### src/logic/dsdt_pkg.sv
// Purpose: constants for the demodulator sigma-delta test output block
// Assumes: 200 MHz aclk, AXI4-Lite register access, 16-bit demod samples
// Notes:   register offsets and field positions live here only
//
// Function
// [RULE_01] the modulator steps once per recovery clock tick, one bit each.
// [RULE_02] at the normal 32x data rate tick the modulator still works.
// [RULE_03] raising the tick to the demodulator clock stops clock recovery.
// [RULE_04] a test register bit picks correlator or linear demod as input.
// [RULE_05] on the linear path a programmed dc offset is subtracted first.
// [RULE_06] the linear value follows frequency, so it carries an if offset.
// [RULE_07] software writes half the measured if into the offset field.
// [RULE_08] the corrected linear value is multiplied by a programmed gain.
// [RULE_09] software enables the test output by selecting test mode 7.
// [RULE_10] for the linear path software also selects test mode 10.
// [RULE_11] software writes the offset word into register 13.
// [RULE_12] the result leaves as a 1-bit oversampled stream on a pin.
// [RULE_13] the recovery clock is driven on the multiplexed output pin.
// [RULE_14] software first enables the pll test modes in register 0.
// [RULE_15] the modulator is a first-order loop emitting the sign bit.
// [RULE_16] the normal demodulator datapath is never altered by the test.
package dsdt_pkg;
    // ****************************************************************
    // register map (byte addresses)
    // ****************************************************************
    localparam logic [7:0] ADDR_PLL_CTRL  = 8'h00; // register 0
    localparam logic [7:0] ADDR_TEST      = 8'h30; // register 12
    localparam logic [7:0] ADDR_OFFSET    = 8'h34; // register 13
    localparam logic [7:0] ADDR_STATUS    = 8'h40;
    // ****************************************************************
    // fields
    // ****************************************************************
    localparam int PLL_TM_HI  = 31;             // pll test enable nibble
    localparam int PLL_TM_LO  = 28;
    localparam logic [3:0] PLL_TM_KEY = 4'hd;
    localparam int TM_HI      = 17;             // digital test mode field
    localparam int TM_LO      = 13;
    localparam logic [4:0] TM_DAC     = 5'h0e;  // test mode 7 encoding
    localparam logic [4:0] TM_OFS     = 5'h14;  // test mode 10 encoding
    localparam int TM_SRC_BIT = 4;              // 1 = linear demod source
    localparam int TM_FAST_BIT = 5;             // tick at demod clock rate
    localparam int TM_CLKOUT_BIT = 8;           // clock on mux pin
    localparam int OFS_HI     = 27;             // offset removal field
    localparam int OFS_LO     = 16;
    localparam int GAIN_HI    = 31;             // signal gain field
    localparam int GAIN_LO    = 28;
    localparam logic [31:0] TEST_RST   = 32'h0000_0000;
    localparam logic [31:0] OFFSET_RST = 32'h0000_0000;
    // ****************************************************************
    // datapath
    // ****************************************************************
    localparam int SMP_W = 16;
    localparam int ACC_W = 20;
    localparam logic [1:0] RESP_OKAY   = 2'b00;
    localparam logic [1:0] RESP_SLVERR = 2'b10;
endpackage

### src/logic/dsdt_input_path.sv
// Purpose: source select, offset removal and gain for the modulator
// Assumes: samples are signed and arrive on aclk
// Notes:   purely combinational path feeding the loop register
`timescale 1ns/10ps
`default_nettype none
module dsdt_input_path (
    input  wire logic                           sel_linear,
    input  wire logic                           ofs_en,
    input  wire logic signed [dsdt_pkg::SMP_W-1:0] corr_sample,
    input  wire logic signed [dsdt_pkg::SMP_W-1:0] lin_sample,
    input  wire logic [11:0]                    ofs_half,
    input  wire logic [3:0]                     gain,
    output logic signed [dsdt_pkg::SMP_W-1:0]   mod_in
);
    logic signed [dsdt_pkg::SMP_W+1:0] diff;
    logic signed [dsdt_pkg::SMP_W+5:0] scaled;
    // half the if is stored, so twice it is removed; gain is 1..16
    always_comb begin
        diff   = 18'(lin_sample)                            // RULE_06
               - (ofs_en ? 18'(signed'({1'b0, ofs_half, 1'b0})) : 18'sd0); // RULE_05
        scaled = 22'(diff) * 22'(signed'({1'b0, gain})) + 22'(diff); // RULE_08
        if (!sel_linear) begin
            mod_in = corr_sample;                           // RULE_04
        end else if (scaled > 22'sd32767) begin
            mod_in = 16'sh7fff;                             // saturate high
        end else if (scaled < -22'sd32768) begin
            mod_in = -16'sh8000;
        end else begin
            mod_in = scaled[dsdt_pkg::SMP_W-1:0];
        end
    end
endmodule
`default_nettype wire

### src/logic/dsdt_modulator.sv
// Purpose: first-order sigma-delta loop, one bit per tick
// Assumes: tick is a one-cycle pulse on aclk
// Notes:   state held in one packed struct
`timescale 1ns/10ps
`default_nettype none
module dsdt_modulator (
    input  wire logic                              aclk,
    input  wire logic                              aresetn,
    input  wire logic                              enable,
    input  wire logic                              tick,
    input  wire logic signed [dsdt_pkg::SMP_W-1:0] mod_in,
    output logic                                   bit_out
);
    typedef struct packed {
        logic signed [dsdt_pkg::ACC_W-1:0] acc;
        logic                              bit_q;
    } dsdt_mod_t;
    dsdt_mod_t st, next_st;
    logic signed [dsdt_pkg::ACC_W-1:0] fb;
    // feedback of full scale keeps ones density equal to input level
    always_comb begin
        next_st = st;
        fb = st.bit_q ? 20'sd32768 : -20'sd32768;
        if (!enable) begin
            next_st = '0;
        end else if (tick) begin                            // RULE_01
            next_st.acc   = st.acc + 20'(mod_in) - fb;      // RULE_15
            next_st.bit_q = ~next_st.acc[dsdt_pkg::ACC_W-1]; // RULE_15
        end
    end
    always_ff @(posedge aclk) begin
        if (!aresetn) st <= '0;
        else st <= next_st;
    end
    assign bit_out = st.bit_q;
endmodule
`default_nettype wire

### src/logic/dsdt_top.sv
// Purpose: demodulator sigma-delta test output with axi4-lite registers
// Assumes: ticks from the recovery clock generator arrive on aclk
// Notes:   the normal demod outputs pass through untouched
`timescale 1ns/10ps
`default_nettype none
module dsdt_top (
    input  wire logic                              aclk,
    input  wire logic                              aresetn,
    // ********************* axi4-lite slave *********************
    input  wire logic [7:0]                        s_axi_awaddr,
    input  wire logic                              s_axi_awvalid,
    output logic                                   s_axi_awready,
    input  wire logic [31:0]                       s_axi_wdata,
    input  wire logic [3:0]                        s_axi_wstrb,
    input  wire logic                              s_axi_wvalid,
    output logic                                   s_axi_wready,
    output logic [1:0]                             s_axi_bresp,
    output logic                                   s_axi_bvalid,
    input  wire logic                              s_axi_bready,
    input  wire logic [7:0]                        s_axi_araddr,
    input  wire logic                              s_axi_arvalid,
    output logic                                   s_axi_arready,
    output logic [31:0]                            s_axi_rdata,
    output logic [1:0]                             s_axi_rresp,
    output logic                                   s_axi_rvalid,
    input  wire logic                              s_axi_rready,
    // ********************* demodulator side ********************
    input  wire logic                              recovery_tick,
    input  wire logic                              demodulator_tick,
    input  wire logic signed [dsdt_pkg::SMP_W-1:0] corr_sample,
    input  wire logic signed [dsdt_pkg::SMP_W-1:0] lin_sample,
    input  wire logic                              demod_data_in,
    output logic                                   demod_data_out,
    output logic                                   recovery_enable,
    // ************************** pins ***************************
    output logic                                   test_bit_pin,
    output logic                                   multiplexed_output_pin
);
    // ****************************************************************
    // state
    // ****************************************************************
    typedef struct packed {
        logic [31:0] pll_ctrl;
        logic [31:0] test;
        logic [31:0] offset;
        logic        aw_got;
        logic [7:0]  aw_addr;
        logic        w_got;
        logic [31:0] w_data;
        logic [3:0]  w_strb;
        logic        bvalid;
        logic [1:0]  bresp;
        logic        rvalid;
        logic [31:0] rdata;
        logic [1:0]  rresp;
        logic        clk_q;
        logic        data_q;
    } dsdt_state_t;
    dsdt_state_t st, next_st;

    logic        pll_tm;
    logic        dac_on;
    logic        ofs_on;
    logic        fast;
    logic        tick;
    logic        mod_bit;
    logic [4:0]  tm;
    logic signed [dsdt_pkg::SMP_W-1:0] mod_in;
    logic [31:0] merged;
    logic [31:0] status;

    // ****************************************************************
    // decode of test settings
    // ****************************************************************
    // test modes only count once the pll test key is in register 0
    assign pll_tm = st.pll_ctrl[dsdt_pkg::PLL_TM_HI:dsdt_pkg::PLL_TM_LO]
                    == dsdt_pkg::PLL_TM_KEY;                       // RULE_14
    assign tm     = st.test[dsdt_pkg::TM_HI:dsdt_pkg::TM_LO];
    assign dac_on = pll_tm && (tm == dsdt_pkg::TM_DAC
                               || tm == dsdt_pkg::TM_OFS);         // RULE_09
    assign ofs_on = tm == dsdt_pkg::TM_OFS;                        // RULE_10
    assign fast   = dac_on && st.test[dsdt_pkg::TM_FAST_BIT];
    // fast tick trades clock recovery for oversampling quality
    assign tick   = fast ? demodulator_tick : recovery_tick;      // RULE_02
    assign recovery_enable = !fast;                                // RULE_03
    assign status = {29'h0, fast, st.data_q, dac_on};

    // ****************************************************************
    // datapath
    // ****************************************************************
    dsdt_input_path u_path (
        .sel_linear (st.test[dsdt_pkg::TM_SRC_BIT]),
        .ofs_en     (ofs_on),
        .corr_sample(corr_sample),
        .lin_sample (lin_sample),
        .ofs_half   (st.offset[dsdt_pkg::OFS_HI:dsdt_pkg::OFS_LO]), // RULE_07
        .gain       (st.offset[dsdt_pkg::GAIN_HI:dsdt_pkg::GAIN_LO]),
        .mod_in     (mod_in)
    );

    dsdt_modulator u_mod (
        .aclk   (aclk),
        .aresetn(aresetn),
        .enable (dac_on),
        .tick   (tick),
        .mod_in (mod_in),
        .bit_out(mod_bit)
    );

    // ****************************************************************
    // next state: bus slave and pin registers
    // ****************************************************************
    always_comb begin
        next_st = st;
        for (int i = 0; i < 32; i++) begin
            merged[i] = st.w_strb[i/8];                 // byte-lane mask
        end
        // write address and data may arrive in either order
        if (s_axi_awvalid && !st.aw_got) begin
            next_st.aw_got  = 1'b1;
            next_st.aw_addr = s_axi_awaddr;
        end
        if (s_axi_wvalid && !st.w_got) begin
            next_st.w_got  = 1'b1;
            next_st.w_data = s_axi_wdata;
            next_st.w_strb = s_axi_wstrb;
        end
        if (st.aw_got && st.w_got && !st.bvalid) begin
            next_st.aw_got = 1'b0;
            next_st.w_got  = 1'b0;
            next_st.bvalid = 1'b1;
            next_st.bresp  = dsdt_pkg::RESP_OKAY;
            unique case (st.aw_addr)
                dsdt_pkg::ADDR_PLL_CTRL: next_st.pll_ctrl =
                    (st.pll_ctrl & ~merged) | (st.w_data & merged);
                dsdt_pkg::ADDR_TEST: next_st.test =
                    (st.test & ~merged) | (st.w_data & merged);    // RULE_04
                dsdt_pkg::ADDR_OFFSET: next_st.offset =
                    (st.offset & ~merged) | (st.w_data & merged);  // RULE_11
                default: next_st.bresp = dsdt_pkg::RESP_SLVERR;
            endcase
        end
        if (st.bvalid && s_axi_bready) next_st.bvalid = 1'b0;
        // one read at a time; answer one cycle after address taken
        if (s_axi_arvalid && !st.rvalid) begin
            next_st.rvalid = 1'b1;
            next_st.rresp  = dsdt_pkg::RESP_OKAY;
            unique case (s_axi_araddr)
                dsdt_pkg::ADDR_PLL_CTRL: next_st.rdata = st.pll_ctrl;
                dsdt_pkg::ADDR_TEST:     next_st.rdata = st.test;
                dsdt_pkg::ADDR_OFFSET:   next_st.rdata = st.offset;
                dsdt_pkg::ADDR_STATUS:   next_st.rdata = status;
                default: begin
                    next_st.rdata = 32'h0000_0000;
                    next_st.rresp = dsdt_pkg::RESP_SLVERR;
                end
            endcase
        end else if (st.rvalid && s_axi_rready) begin
            next_st.rvalid = 1'b0;
        end
        // pins: level of tick stream on mux pin, bit stream beside it
        next_st.clk_q  = dac_on && st.test[dsdt_pkg::TM_CLKOUT_BIT]
                         && tick;                                  // RULE_13
        next_st.data_q = dac_on && mod_bit;                        // RULE_12
    end

    always_ff @(posedge aclk) begin
        if (!aresetn) begin
            st        <= '0;
            st.test   <= dsdt_pkg::TEST_RST;
            st.offset <= dsdt_pkg::OFFSET_RST;
        end else begin
            st <= next_st;
        end
    end

    // ****************************************************************
    // outputs
    // ****************************************************************
    assign s_axi_awready = !st.aw_got;
    assign s_axi_wready  = !st.w_got;
    assign s_axi_bvalid  = st.bvalid;
    assign s_axi_bresp   = st.bresp;
    assign s_axi_arready = !st.rvalid;
    assign s_axi_rvalid  = st.rvalid;
    assign s_axi_rdata   = st.rdata;
    assign s_axi_rresp   = st.rresp;
    assign demod_data_out = demod_data_in;                         // RULE_16
    assign test_bit_pin   = st.data_q;
    assign multiplexed_output_pin = st.clk_q;
endmodule
`default_nettype wire

### config.mk
export PLATFORM = sky130hd
export DESIGN_NAME = dsdt_top
export DESIGN_NICKNAME = d
export VERILOG_FILES = /design/src/logic/dsdt_pkg.sv /design/src/logic/dsdt_input_path.sv /design/src/logic/dsdt_modulator.sv /design/src/logic/dsdt_top.sv
export SDC_FILE = /design/constraint.sdc
export NUM_CORES = 1
export LEC_CHECK = 0
export BUFFER_PORTS_ARGS = -buffer_cell sky130_fd_sc_hd__buf_4
export CAP_MARGIN = 30
export CELL_PAD_IN_SITES_DETAIL_PLACEMENT = 0
export CELL_PAD_IN_SITES_GLOBAL_PLACEMENT = 2
export CORE_AREA = 2 2 200 202
export DETAILED_ROUTE_END_ITERATION = 10
export DIE_AREA = 0 0 202 204
export PLACE_DENSITY_LB_ADDON = 0.1
export SETUP_SLACK_MARGIN = 0.3
export SLEW_MARGIN = 25
export SYNTH_ARGS = -nofsm -noshare
export SYNTH_HDL_FRONTEND = slang
export SYNTH_SLANG_ARGS = --single-unit
export TNS_END_PERCENT = 20
### constraint.sdc
create_clock -name aclk -period 12.9 [get_ports aclk]
set_input_delay 1.935 -clock aclk [delete_from_list [all_inputs] [get_ports aclk]]
set_output_delay 1.935 -clock aclk [all_outputs]
set_load 0.05 [all_outputs]
Yosys cells after proc, flatten, opt, wreduce, memory -nomap -nowiden --
Cells that the tools add are included.
Word-level totals: register bits after elaboration 203, bits of input ports 94, output and inout port bits 45
Cells by class: $add $sub $neg 4, multipliers 1, order comparisons 2, equality and inequality tests 8, mux-type cells 11, bitwise gates (word level) 10, reduce and logical (&&, ||, !) cells 29
Operators by type and width (number):
- 32-bit AND | 4
- 32-bit one-hot mux with 4 select lines | 1
- 32-bit bitwise OR | 3
- 16-bit 2-to-1 mux | 3
- 8-bit by 6-bit == test with 1-bit output (second input constant) | 4
- 32-bit NOT | 1
- 22-bit by 18-bit adder with 22-bit output | 1
- 22-bit by 16-bit > comparator with 1-bit output (second input constant) | 1
- 22-bit by 16-bit < comparator with 1-bit output (second input constant) | 1
- 18-bit by 5-bit multiplier with 22-bit output | 1
- 20-bit by 16-bit adder with 20-bit output | 1
- 20-bit 2-to-1 mux | 1
- 20-bit subtractor | 1
- 16-bit by 14-bit subtractor with 17-bit output | 1
- 8-bit logical NOT | 2
- 13-bit 2-to-1 mux | 1
- 1-bit logical AND | 12
- 8-bit by 7-bit == test with 1-bit output (second input constant) | 1
- 2-bit AND reduction | 4
- 5-bit by 4-bit == test with 1-bit output (second input constant) | 1
- 5-bit == test (second input constant) | 1
- 1-bit logical NOT | 5
- 4-bit == test (second input constant) | 1
- 2-bit 2-to-1 mux | 2
- other kinds (7) | 11

Longest topological paths before layout --
Gate-level depths: netlist (run 1).
word-level depth 12, mapped depth 44, mapped depth without buffers 43

By module --
Synthesis (run 1) repeated with hierarchy kept, for this count alone.
Unflattened totals: cells, all modules 1672, area, all modules 14276.2 um^2
Modules (own cells, without submodules):
- dsdt_top | times used 1, cells an instance 829, area an instance 7806.2 um^2, sequential area each 3603.5 um^2
- dsdt_input_path | times used 1, cells an instance 548, area an instance 4215.3 um^2, sequential area each 0.0 um^2
- dsdt_modulator | times used 1, cells an instance 295, area an instance 2254.7 um^2, sequential area each 420.4 um^2

Worst setup path after synthesis (run 1) --
No wires, ideal clock.
path kind input to register, from in lin_sample[2] (netlist bit), to reg u_mod.st[19] (netlist bit), data arrival time 10.165 ns, data required time 12.813 ns, setup slack 2.648 ns, cell stages on the path 38, buffers on the path 2, path through ha_1 nor2b_1 o21ai_1 a21oi_1 o21a_1 o21ai_1 a21oi_1 o311a_1 nor3_1 and2_1 fa_1 fa_1 inv_1 fa_1 inv_1 ha_1 buf_4 nand3_1 [2 not listed] xor2_1 o2111ai_1 o41a_1 buf_2 nor2_1 o22ai_1 ha_1 inv_1 ha_1 or2_2 o311a_1 o211ai_1 a21oi_1 a41o_1 o41ai_1 o21ai_0 xnor2_1 o31ai_1
Between the ends: longest elaborated chain between the ends 9, elaborated cells between the ends (all ways) 10, those cells by class add/sub (4); mul (1); order compare (2); mux (3)
Ends and longest elaborated chain:
- start: declaration | line dsdt_top.sv:31 | input wire logic signed [dsdt_pkg::SMP_W-1:0] lin_sample,
- 16-bit by 14-bit subtractor with 17-bit output * | line dsdt_input_path.sv:20 | - (ofs_en ? 18'(signed'({1'b0, ofs_half, 1'b0})) : 18'sd0);
- 18-bit by 5-bit multiplier with 22-bit output | line dsdt_input_path.sv:21 | scaled = 22'(diff) * 22'(signed'({1'b0, gain})) + 22'(diff);
- 22-bit by 18-bit adder with 22-bit output * | line dsdt_input_path.sv:21
- 22-bit by 16-bit < comparator with 1-bit output | line dsdt_input_path.sv:26 | end else if (scaled < -22'sd32768) begin
- 16-bit 2-to-1 mux | line dsdt_input_path.sv:26
- 16-bit 2-to-1 mux * | line dsdt_input_path.sv:24 | end else if (scaled > 22'sd32767) begin
- 16-bit 2-to-1 mux * | line dsdt_input_path.sv:22 | if (!sel_linear) begin
- 20-bit by 16-bit adder with 20-bit output * | line dsdt_modulator.sv:27 | next_st.acc = st.acc + 20'(mod_in) - fb;
- 20-bit subtractor * | line dsdt_modulator.sv:27
- end signal: assignment | line dsdt_modulator.sv:33 | else st <= next_st;
- end: declaration | line dsdt_modulator.sv:18 | dsdt_mod_t st, next_st;
Every way passes the cells marked *; elsewhere a longest branch is shown, timed or not. A chain may end at the register's enable or synchronous reset.

Worst setup path in the final report (run 1) --
from in lin_sample[2] (netlist bit), to reg u_mod.st[12] (netlist bit)
The elaborated chain is that of the path after synthesis.

==> out/summary.txt, run 1 <==
status - finished, final reports clean
CP Capture Type - flip-flop
top fanout value on the critical path - 15
CTS tree - built
Seq/Total Area, Yosys - 0.289
Overflow after GRT - 0
Worst-Margin Slew - 0.920 ns
DP Area - 15,100 sq um
Synth Register Bits - 201
CP max stage delay - 0.73 ns
HP Class - reg2reg
most frequent cells in the layout - nand2_1, dfxtp_1, inv_1, buf_4, a21boi_0
top cell type's share of synthesized area - 0.289
clock slew at reported path FFs - 0.06 ns
DR WL met2 - 17,700 um
fin crit period - 11.01 ns
Syn Inst Count - 1,728
DR WL/cell - 16.4 um
Post-DP HPWL - 27,600 um
slew margin rel. - 0.386
post-synthesis cell area - 13,900 sq um
n_diodes - 0
first-pass GRT wire length - 62,400 um
htree depth - 1
top area cells in the synthesized netlist - dfxtp_1, nand2_1, fa_1
Clock Latency Late Sink - 0.55 ns
die area - 41,200 sq um
DRT iter0 DRCs - 453
Sink Count - 201
synth warn - 0
Crit path arrival time - 11.50 ns
total power - 0.00151 W
final critical-path share of the clock period - 0.853
# hold bufs at CTS - 0
Clock Path Buffers - 3
Routed WL - 38,000 um
DR top layer - met4
root buf cell - clkbuf_16
Final Hold Slack - 0.451 ns
# resized after CTS - 0
Num CTS Buffers - 25
cell accounting for the most synthesized area - dfxtp_1
vias in the first global route - 11,700
clock skew - 0.0318 ns
setup bufs post-CTS - 0
Met1 Routed Length - 18,500 um
Max Slew Vio Count - 0
Fmax - 0.0908 GHz
Syn-to-layout area delta - 14.1%
I/O pin cnt - 139
DRC Markers - 0
overall global routing resource usage - 0.187
Finish-stage setup viols - 0
power per cell area - 94.9 nW/um^2
ys async rst share - 0
Antenna Nets Post-Route - 0
Fin Setup TNS - 0 ns
PortBufs - 134
# rows - 73
predominant post-synthesis flop cell - dfxtp_1
share of layout cells above drive strength 1 - 0.119
Crit Path Category - in2reg
Final Hold Fails - 0
Post-synth EDFFs - 0
initial antenna violation count - 1
unrepaired setup endpoints after global routing - false
worst endpoint required time - 13.39 ns
largest net degree at the start of global routing - 115
fin worst setup slack - 1.89 ns
die width - 202 um
Final Instance Area - 15,900 sq um
Max VDD drop - 0.0840 mV
crit path max-delay cell type - a2111oi_0
Starting Density - 0.356
Netlist cell types - 83
most common cell after layout, fill and taps aside - nand2_1
Max Cap Violations - 0
WP buf/inv - 3
Mean Syn Cell Area - 8.06 sq um
DR vias - 11,400
met3 wire length - 1120 um
vias per inst - 4.90
CP Launch Type - input port
Layout Nets - 2,024
Die H - 204 um
setup slack at placement - 1.36 ns
RePlAce Congestion - 0.789
P_leak - 6.50 nW
First-pass DRT Iterations - 4
delay-heaviest family, CP - compound AO/OA/AOI/OAI gates
CORE AREA - 39,200 sq um
-- area by class of cell --
cell class	count	area, sq um
Timing Repair Buffer	149	1160
Fill cell	4082	23300
Clock inverter	2	28.8
Clock buffer	34	699
Multi-Input combinational cell	1258	8760
Inverter	150	563
Tap cell	525	657
Sequential cell	201	4020
-- path summary, 6_finish.rpt --
kind	startpoint	endpoint	slack, ns	cells past startpoint
worst min-delay path	u_mod.st[11]$_SDFFE_PN0P_	u_mod.st[11]$_SDFFE_PN0P_	0.45	2
worst min register to register	u_mod.st[11]$_SDFFE_PN0P_	u_mod.st[11]$_SDFFE_PN0P_	0.45	2
worst max register to register	flip-flop	u_mod.st[12]$_SDFFE_PN0P_	1.98	38
worst max-delay path	lin_sample[2]	u_mod.st[12]$_SDFFE_PN0P_	1.89	36
-- synth_stat cells, drive strengths merged, types with 18 or more instances --
library cell and instances:
nand2 376, dfxtp 201, inv 150, a21boi 135, ha 89, clkbuf 75, nor2b 62, o21ai 58
and2 56, fa 56, mux2i 54, nor2 53, a21oi 46, buf 45, nand3 40, a22oi 30
xnor2 23, xor2 18
-- report_power, final --
part	internal, W	total, W	switching (W)
clock	0.000374	0.000644	0.000269
combinational	0.0000931	0.000220	0.000127
sequential	0.000632	0.000645	0.0000133
total	0.00110	0.00151	0.000409
-- stage by stage --
stage	util	cells
finish	0.406	2319
global route	0.406	2319
CTS	0.405	2316
detailed placement	0.386	2280
global placement	0.385	2279
floorplan	-	1729
-- tightest hold or removal path: stages, from the launching register on --
cell and delay (ns):
dfxtp_1 0.31, nand2_1 0.05, a21oi_1 0.05
-- per-layer routing --
metal  up-vias  track usage
met5         -            0
met4         0       0.0420
met3        44       0.0214
met2       144        0.316
met1      5362        0.255
li1       5810            -
-- cell families (layout without fill, tap and decap cells) --
kind of cell / Yosys count / in the layout / synth area share
mux: 55 / 55 / 0.0396
other cells: 1 / 2 / 0.000269
fa+ha+maj: 145 / 145 / 0.160
buf+inv: 270 / 335 / 0.0842
flops: 201 / 201 / 0.289
simple gates: 657 / 657 / 0.219
xor+xnor: 42 / 42 / 0.0274
compound gates: 357 / 357 / 0.181
(Power assumes the default switching activity.)
==> run 2: changes to the inputs <==
--- a/config.mk
+++ b/config.mk
@@ -9,9 +9,9 @@
 export CAP_MARGIN = 30
 export CELL_PAD_IN_SITES_DETAIL_PLACEMENT = 0
 export CELL_PAD_IN_SITES_GLOBAL_PLACEMENT = 2
-export CORE_AREA = 2 2 200 202
+export CORE_AREA = 2 2 183 221
 export DETAILED_ROUTE_END_ITERATION = 10
-export DIE_AREA = 0 0 202 204
+export DIE_AREA = 0 0 185 223
 export PLACE_DENSITY_LB_ADDON = 0.1
 export SETUP_SLACK_MARGIN = 0.3
 export SLEW_MARGIN = 25
==> out/summary.txt, run 2 (synthesized netlist as in run 1, its figures left out) <==
n_diodes - 0
initial antenna violation count - 0
Non-Filler Instances - 2,332
fin util - 0.408
power per cell area - 98.4 nW/um^2
total power - 0.00157 W
largest net degree at the start of global routing - 109
Post-DP HPWL - 28,300 um
Routed WL - 38,600 um
most common cell after layout, fill and taps aside - nand2_1
DR WL/cell - 16.6 um
Clock Latency Late Sink - 0.54 ns
Int Power - 0.00115 W
setup bufs post-CTS - 0
Overflow after GRT - 0
htree depth - 1
Flop pwr share - 0.410
vias in the first global route - 11,600
clock share of power - 0.450
# rows - 80
First-pass DRT Iterations - 5
Gate power share - 0.141
Final Hold Fails - 0
fin crit period - 10.99 ns
crit path max-delay cell type - o41a_1
Switch Pwr - 0.000421 W
Max Cap Violations - 0
DR vias - 11,400
top fanout value on the critical path - 15
Worst-Margin Slew - 0.939 ns
status - finished, final reports clean
Num CTS Buffers - 24
Layout Nets - 2,020
CTS tree - built
most frequent cells in the layout - nand2_1, dfxtp_1, inv_1, buf_4, a21boi_0
root buf cell - clkbuf_16
DRC Markers - 0
delay-heaviest family, CP - compound AO/OA/AOI/OAI gates
unrepaired setup endpoints after global routing - false
placed insts - 2,286
Reg area - 4020 sq um
first-pass GRT wire length - 62,100 um
overall global routing resource usage - 0.190
Starting Density - 0.355
switching share of power - 0.268
share of layout cells above drive strength 1 - 0.123
most used cell along the critical path - ha_1
Fmax - 0.0910 GHz
Finish-stage setup viols - 0
final critical-path share of the clock period - 0.852
I/O pin cnt - 139
CP Launch Type - input port
Sink Count - 201
HP Class - reg2reg
PortBufs - 134
slew margin rel. - 0.374
Crit Path Category - in2reg
die area - 41,300 sq um
worst endpoint required time - 13.36 ns
RePlAce Congestion - 0.783
Syn-to-layout area delta - 14.8%
P_leak - 6.54 nW
Fin Setup TNS - 0 ns
clock slew at reported path FFs - 0.06 ns
die width - 185 um
Max Slew Vio Count - 0
Clock Path Buffers - 3
Die H - 223 um
clock skew - 0.0256 ns
multi-input logic area - 8770 sq um
DRT iter0 DRCs - 511
Antenna Nets Post-Route - 0
fillers - 4,183
Max VDD drop - 0.0977 mV
vias per inst - 4.89
CP Capture Type - flip-flop
CP max stage delay - 0.57 ns
WP buf/inv - 4
Crit path arrival time - 11.44 ns
# hold bufs at CTS - 0
# resized after CTS - 0
CORE AREA - 39,200 sq um
run 2: cell count changes in the layout (fill, tap and decap cells not counted), moves of 2 or more:
cell,previous run,this run
clkbuf_8,4,8
clkinv_2,0,5
clkbuf_1,5,2
clkinvlp_4,0,2
bufinv_16,0,2
buf_4,145,142
run 2: metrics by stage:
step                cell area (sq um)  hold WS, ns  worst slack [ns]
global placement                15100        0.439              1.45
global route                    16000        0.479              1.11
detailed placement              15100        0.444              1.31
finish                          16000        0.450              1.91
CTS                             16000        0.451              1.89
floorplan                       13900        0.430              2.65
run 2: layer usage:
metal | global-route usage | routed length, um | share of wire
met1 | 0.234 | 17100 | 0.44
met2 | 0.352 | 19900 | 0.51
met3 | 0.0207 | 1110 | 0.029
met4 | 0.0392 | 572 | 0.015
met5 | 0 | 0 | 0
run 2: power groups by stage:
stage | Sequential (W) | Combinational [W] | Clock [W]
after floorplan | 0.000653 | 0.000158 | 0
after global routing | 0.000646 | 0.000248 | 0.000758
final | 0.000645 | 0.000221 | 0.000707
after detailed placement | 0.000658 | 0.000225 | 0
after global placement | 0.000658 | 0.000224 | 0
after CTS | 0.000645 | 0.000226 | 0.000731
run 2: worst reg2reg max path: cells and delay by family, from the launching register on:
family | cells | cell delay, ns
compound gates | 20 | 4.94
xor+xnor | 2 | 0.47
fa+ha+maj | 8 | 2.92
buf+inv | 4 | 0.32
flops | 1 | 0.34
mux | 1 | 0.33
simple gates | 8 | 1.09
run 2: final cells by class:
class,instances,share of cell area
Clock inverter,10,0.00728
Clock buffer,34,0.0449
Timing Repair Buffer,146,0.0706
Tap cell,533,0.0417
Inverter,150,0.0352
Sequential cell,201,0.252
Multi-Input combinational cell,1258,0.549
run 2: path summary, 6_finish.rpt:
| kind | from | endpoint | cells past startpoint | slack [ns] |
|---|---|---|---|---|
| max | lin_sample[2] | u_mod.st[19]$_SDFFE_PN0P_ | 37 | 1.91 |
| min | flip-flop | flip-flop | 2 | 0.45 |
| max reg2reg | flip-flop | u_mod.st[19]$_SDFFE_PN0P_ | 43 | 2.39 |
| min reg2reg | flip-flop | flip-flop | 2 | 0.45 |
==> run 3: changes to the inputs <==
--- a/config.mk
+++ b/config.mk
@@ -13,6 +13,7 @@
 export DETAILED_ROUTE_END_ITERATION = 10
 export DIE_AREA = 0 0 185 223
 export PLACE_DENSITY_LB_ADDON = 0.1
+export RECOVER_POWER = 25
 export SETUP_SLACK_MARGIN = 0.3
 export SLEW_MARGIN = 25
 export SYNTH_ARGS = -nofsm -noshare
==> out/summary.txt, run 3 (synthesized netlist as in run 1, its figures left out) <==
status - finished with violations
failing checks - max-capacitance violations, max-slew violations
Antenna Nets Post-Route - 0
setup bufs post-CTS - 0
Die H - 223 um
Final Instance Area - 16,000 sq um
clock slew at reported path FFs - 0.06 ns
first-pass GRT wire length - 62,100 um
most used cell along the critical path - ha_1
Max VDD drop - 0.0971 mV
root buf cell - clkbuf_16
Routed WL - 38,700 um
Post-DP HPWL - 28,300 um
htree depth - 1
overall global routing resource usage - 0.190
vias per inst - 4.87
clock skew - 0.0250 ns
Fmax - 0.0910 GHz
vias in the first global route - 11,600
share of layout cells above drive strength 1 - 0.120
initial antenna violation count - 0
First-pass DRT Iterations - 4
largest net degree at the start of global routing - 109
# rows - 80
DR top layer - met4
P_leak - 6.52 nW
RePlAce Congestion - 0.783
Syn-to-layout area delta - 14.6%
CP Capture Type - flip-flop
final critical-path share of the clock period - 0.852
Met1 Routed Length - 17,100 um
Non-Filler Instances - 2,332
Crit Path Category - in2reg
Clock Path Buffers - 3
Starting Density - 0.355
DP Area - 15,100 sq um
die width - 185 um
top fanout value on the critical path - 15
Clock Latency Late Sink - 0.54 ns
DR vias - 11,400
Layout Nets - 2,020
Fin Setup TNS - 0 ns
met3 wire length - 1100 um
Max Slew Vio Count - 72
Final Hold Fails - 0
Worst-Margin Slew - 2.64 ns
DR WL met2 - 19,900 um
power per cell area - 98.6 nW/um^2
PortBufs - 134
I/O pin cnt - 139
DR WL/cell - 16.6 um
reg2reg path depth - 41
hold-critical path depth - 2
# resized after CTS - 0
fin crit period - 10.99 ns
most frequent cells in the layout - nand2_1, dfxtp_1, inv_1, buf_4, a21boi_0
CTS tree - built
crit path max-delay cell type - o41a_1
Finish-stage setup viols - 0
placed insts - 2,286
most common cell after layout, fill and taps aside - nand2_1
Num CTS Buffers - 24
DRT iter0 DRCs - 546
Max Cap Violations - 1
unrepaired setup endpoints after global routing - false
CORE AREA - 39,200 sq um
CP Launch Type - input port
DRC Markers - 0
# hold bufs at CTS - 0
Overflow after GRT - 0
slew margin rel. - -0.757
Crit path arrival time - 11.44 ns
Sink Count - 201
n_diodes - 0
HP Class - reg2reg
worst endpoint required time - 13.35 ns
die area - 41,300 sq um
CP max stage delay - 0.57 ns
## run 3: through the flow
stage	total power, W	worst slack, ns	hold WS [ns]	util
CTS	0.00160	1.89	0.451	0.407
global placement	0.000882	1.45	0.439	0.385
finish	0.00157	1.91	0.451	0.407
detailed placement	0.000883	1.31	0.444	0.385
floorplan	0.000811	2.65	0.430	-
global route	0.00165	1.10	0.479	0.407
## run 3: worst paths after layout
check                           slack (ns)           from                   endpoint
worst max-delay path                  1.91  lin_sample[2]  u_mod.st[19]$_SDFFE_PN0P_
worst min-delay path                  0.45      flip-flop                  flip-flop
worst max register to register        2.39      flip-flop  u_mod.st[19]$_SDFFE_PN0P_
worst min register to register        0.45      flip-flop                  flip-flop
## run 3: worst max-delay path, delay by kind of cell
family	cells	cell delay (ns)
buffers and inverters	4	0.24
AOI/OAI and AO/OA	17	4.16
adders and majority gates	7	2.75
and+or+nand+nor	7	1.85
xor gates and xnor gates	2	0.49
## run 3: metal layers
layer / global-route usage / vias to the layer above
met5: 0 / -
met4: 0.0392 / 0
met3: 0.0207 / 35
met2: 0.352 / 132
met1: 0.234 / 5388
li1: - / 5808
## run 3: area by class of cell
| class | instances | area [sq um] |
|---|---|---|
| Timing Repair Buffer | 146 | 1110 |
| Clock buffer | 34 | 718 |
| Fill cell | 4188 | 23300 |
| Clock inverter | 10 | 116 |
| Inverter | 150 | 563 |
| Sequential cell | 201 | 4020 |
| Multi-Input combinational cell | 1258 | 8770 |
| Tap cell | 533 | 667 |
## run 3: report_power, final
| part | leakage, nW | internal (W) | total (W) | switching, W |
|---|---|---|---|---|
| clock | 0.411 | 0.000428 | 0.000708 | 0.000280 |
| sequential | 1.63 | 0.000631 | 0.000644 | 0.0000132 |
| combinational | 4.48 | 0.0000932 | 0.000222 | 0.000129 |
| total | 6.52 | 0.00115 | 0.00157 | 0.000422 |
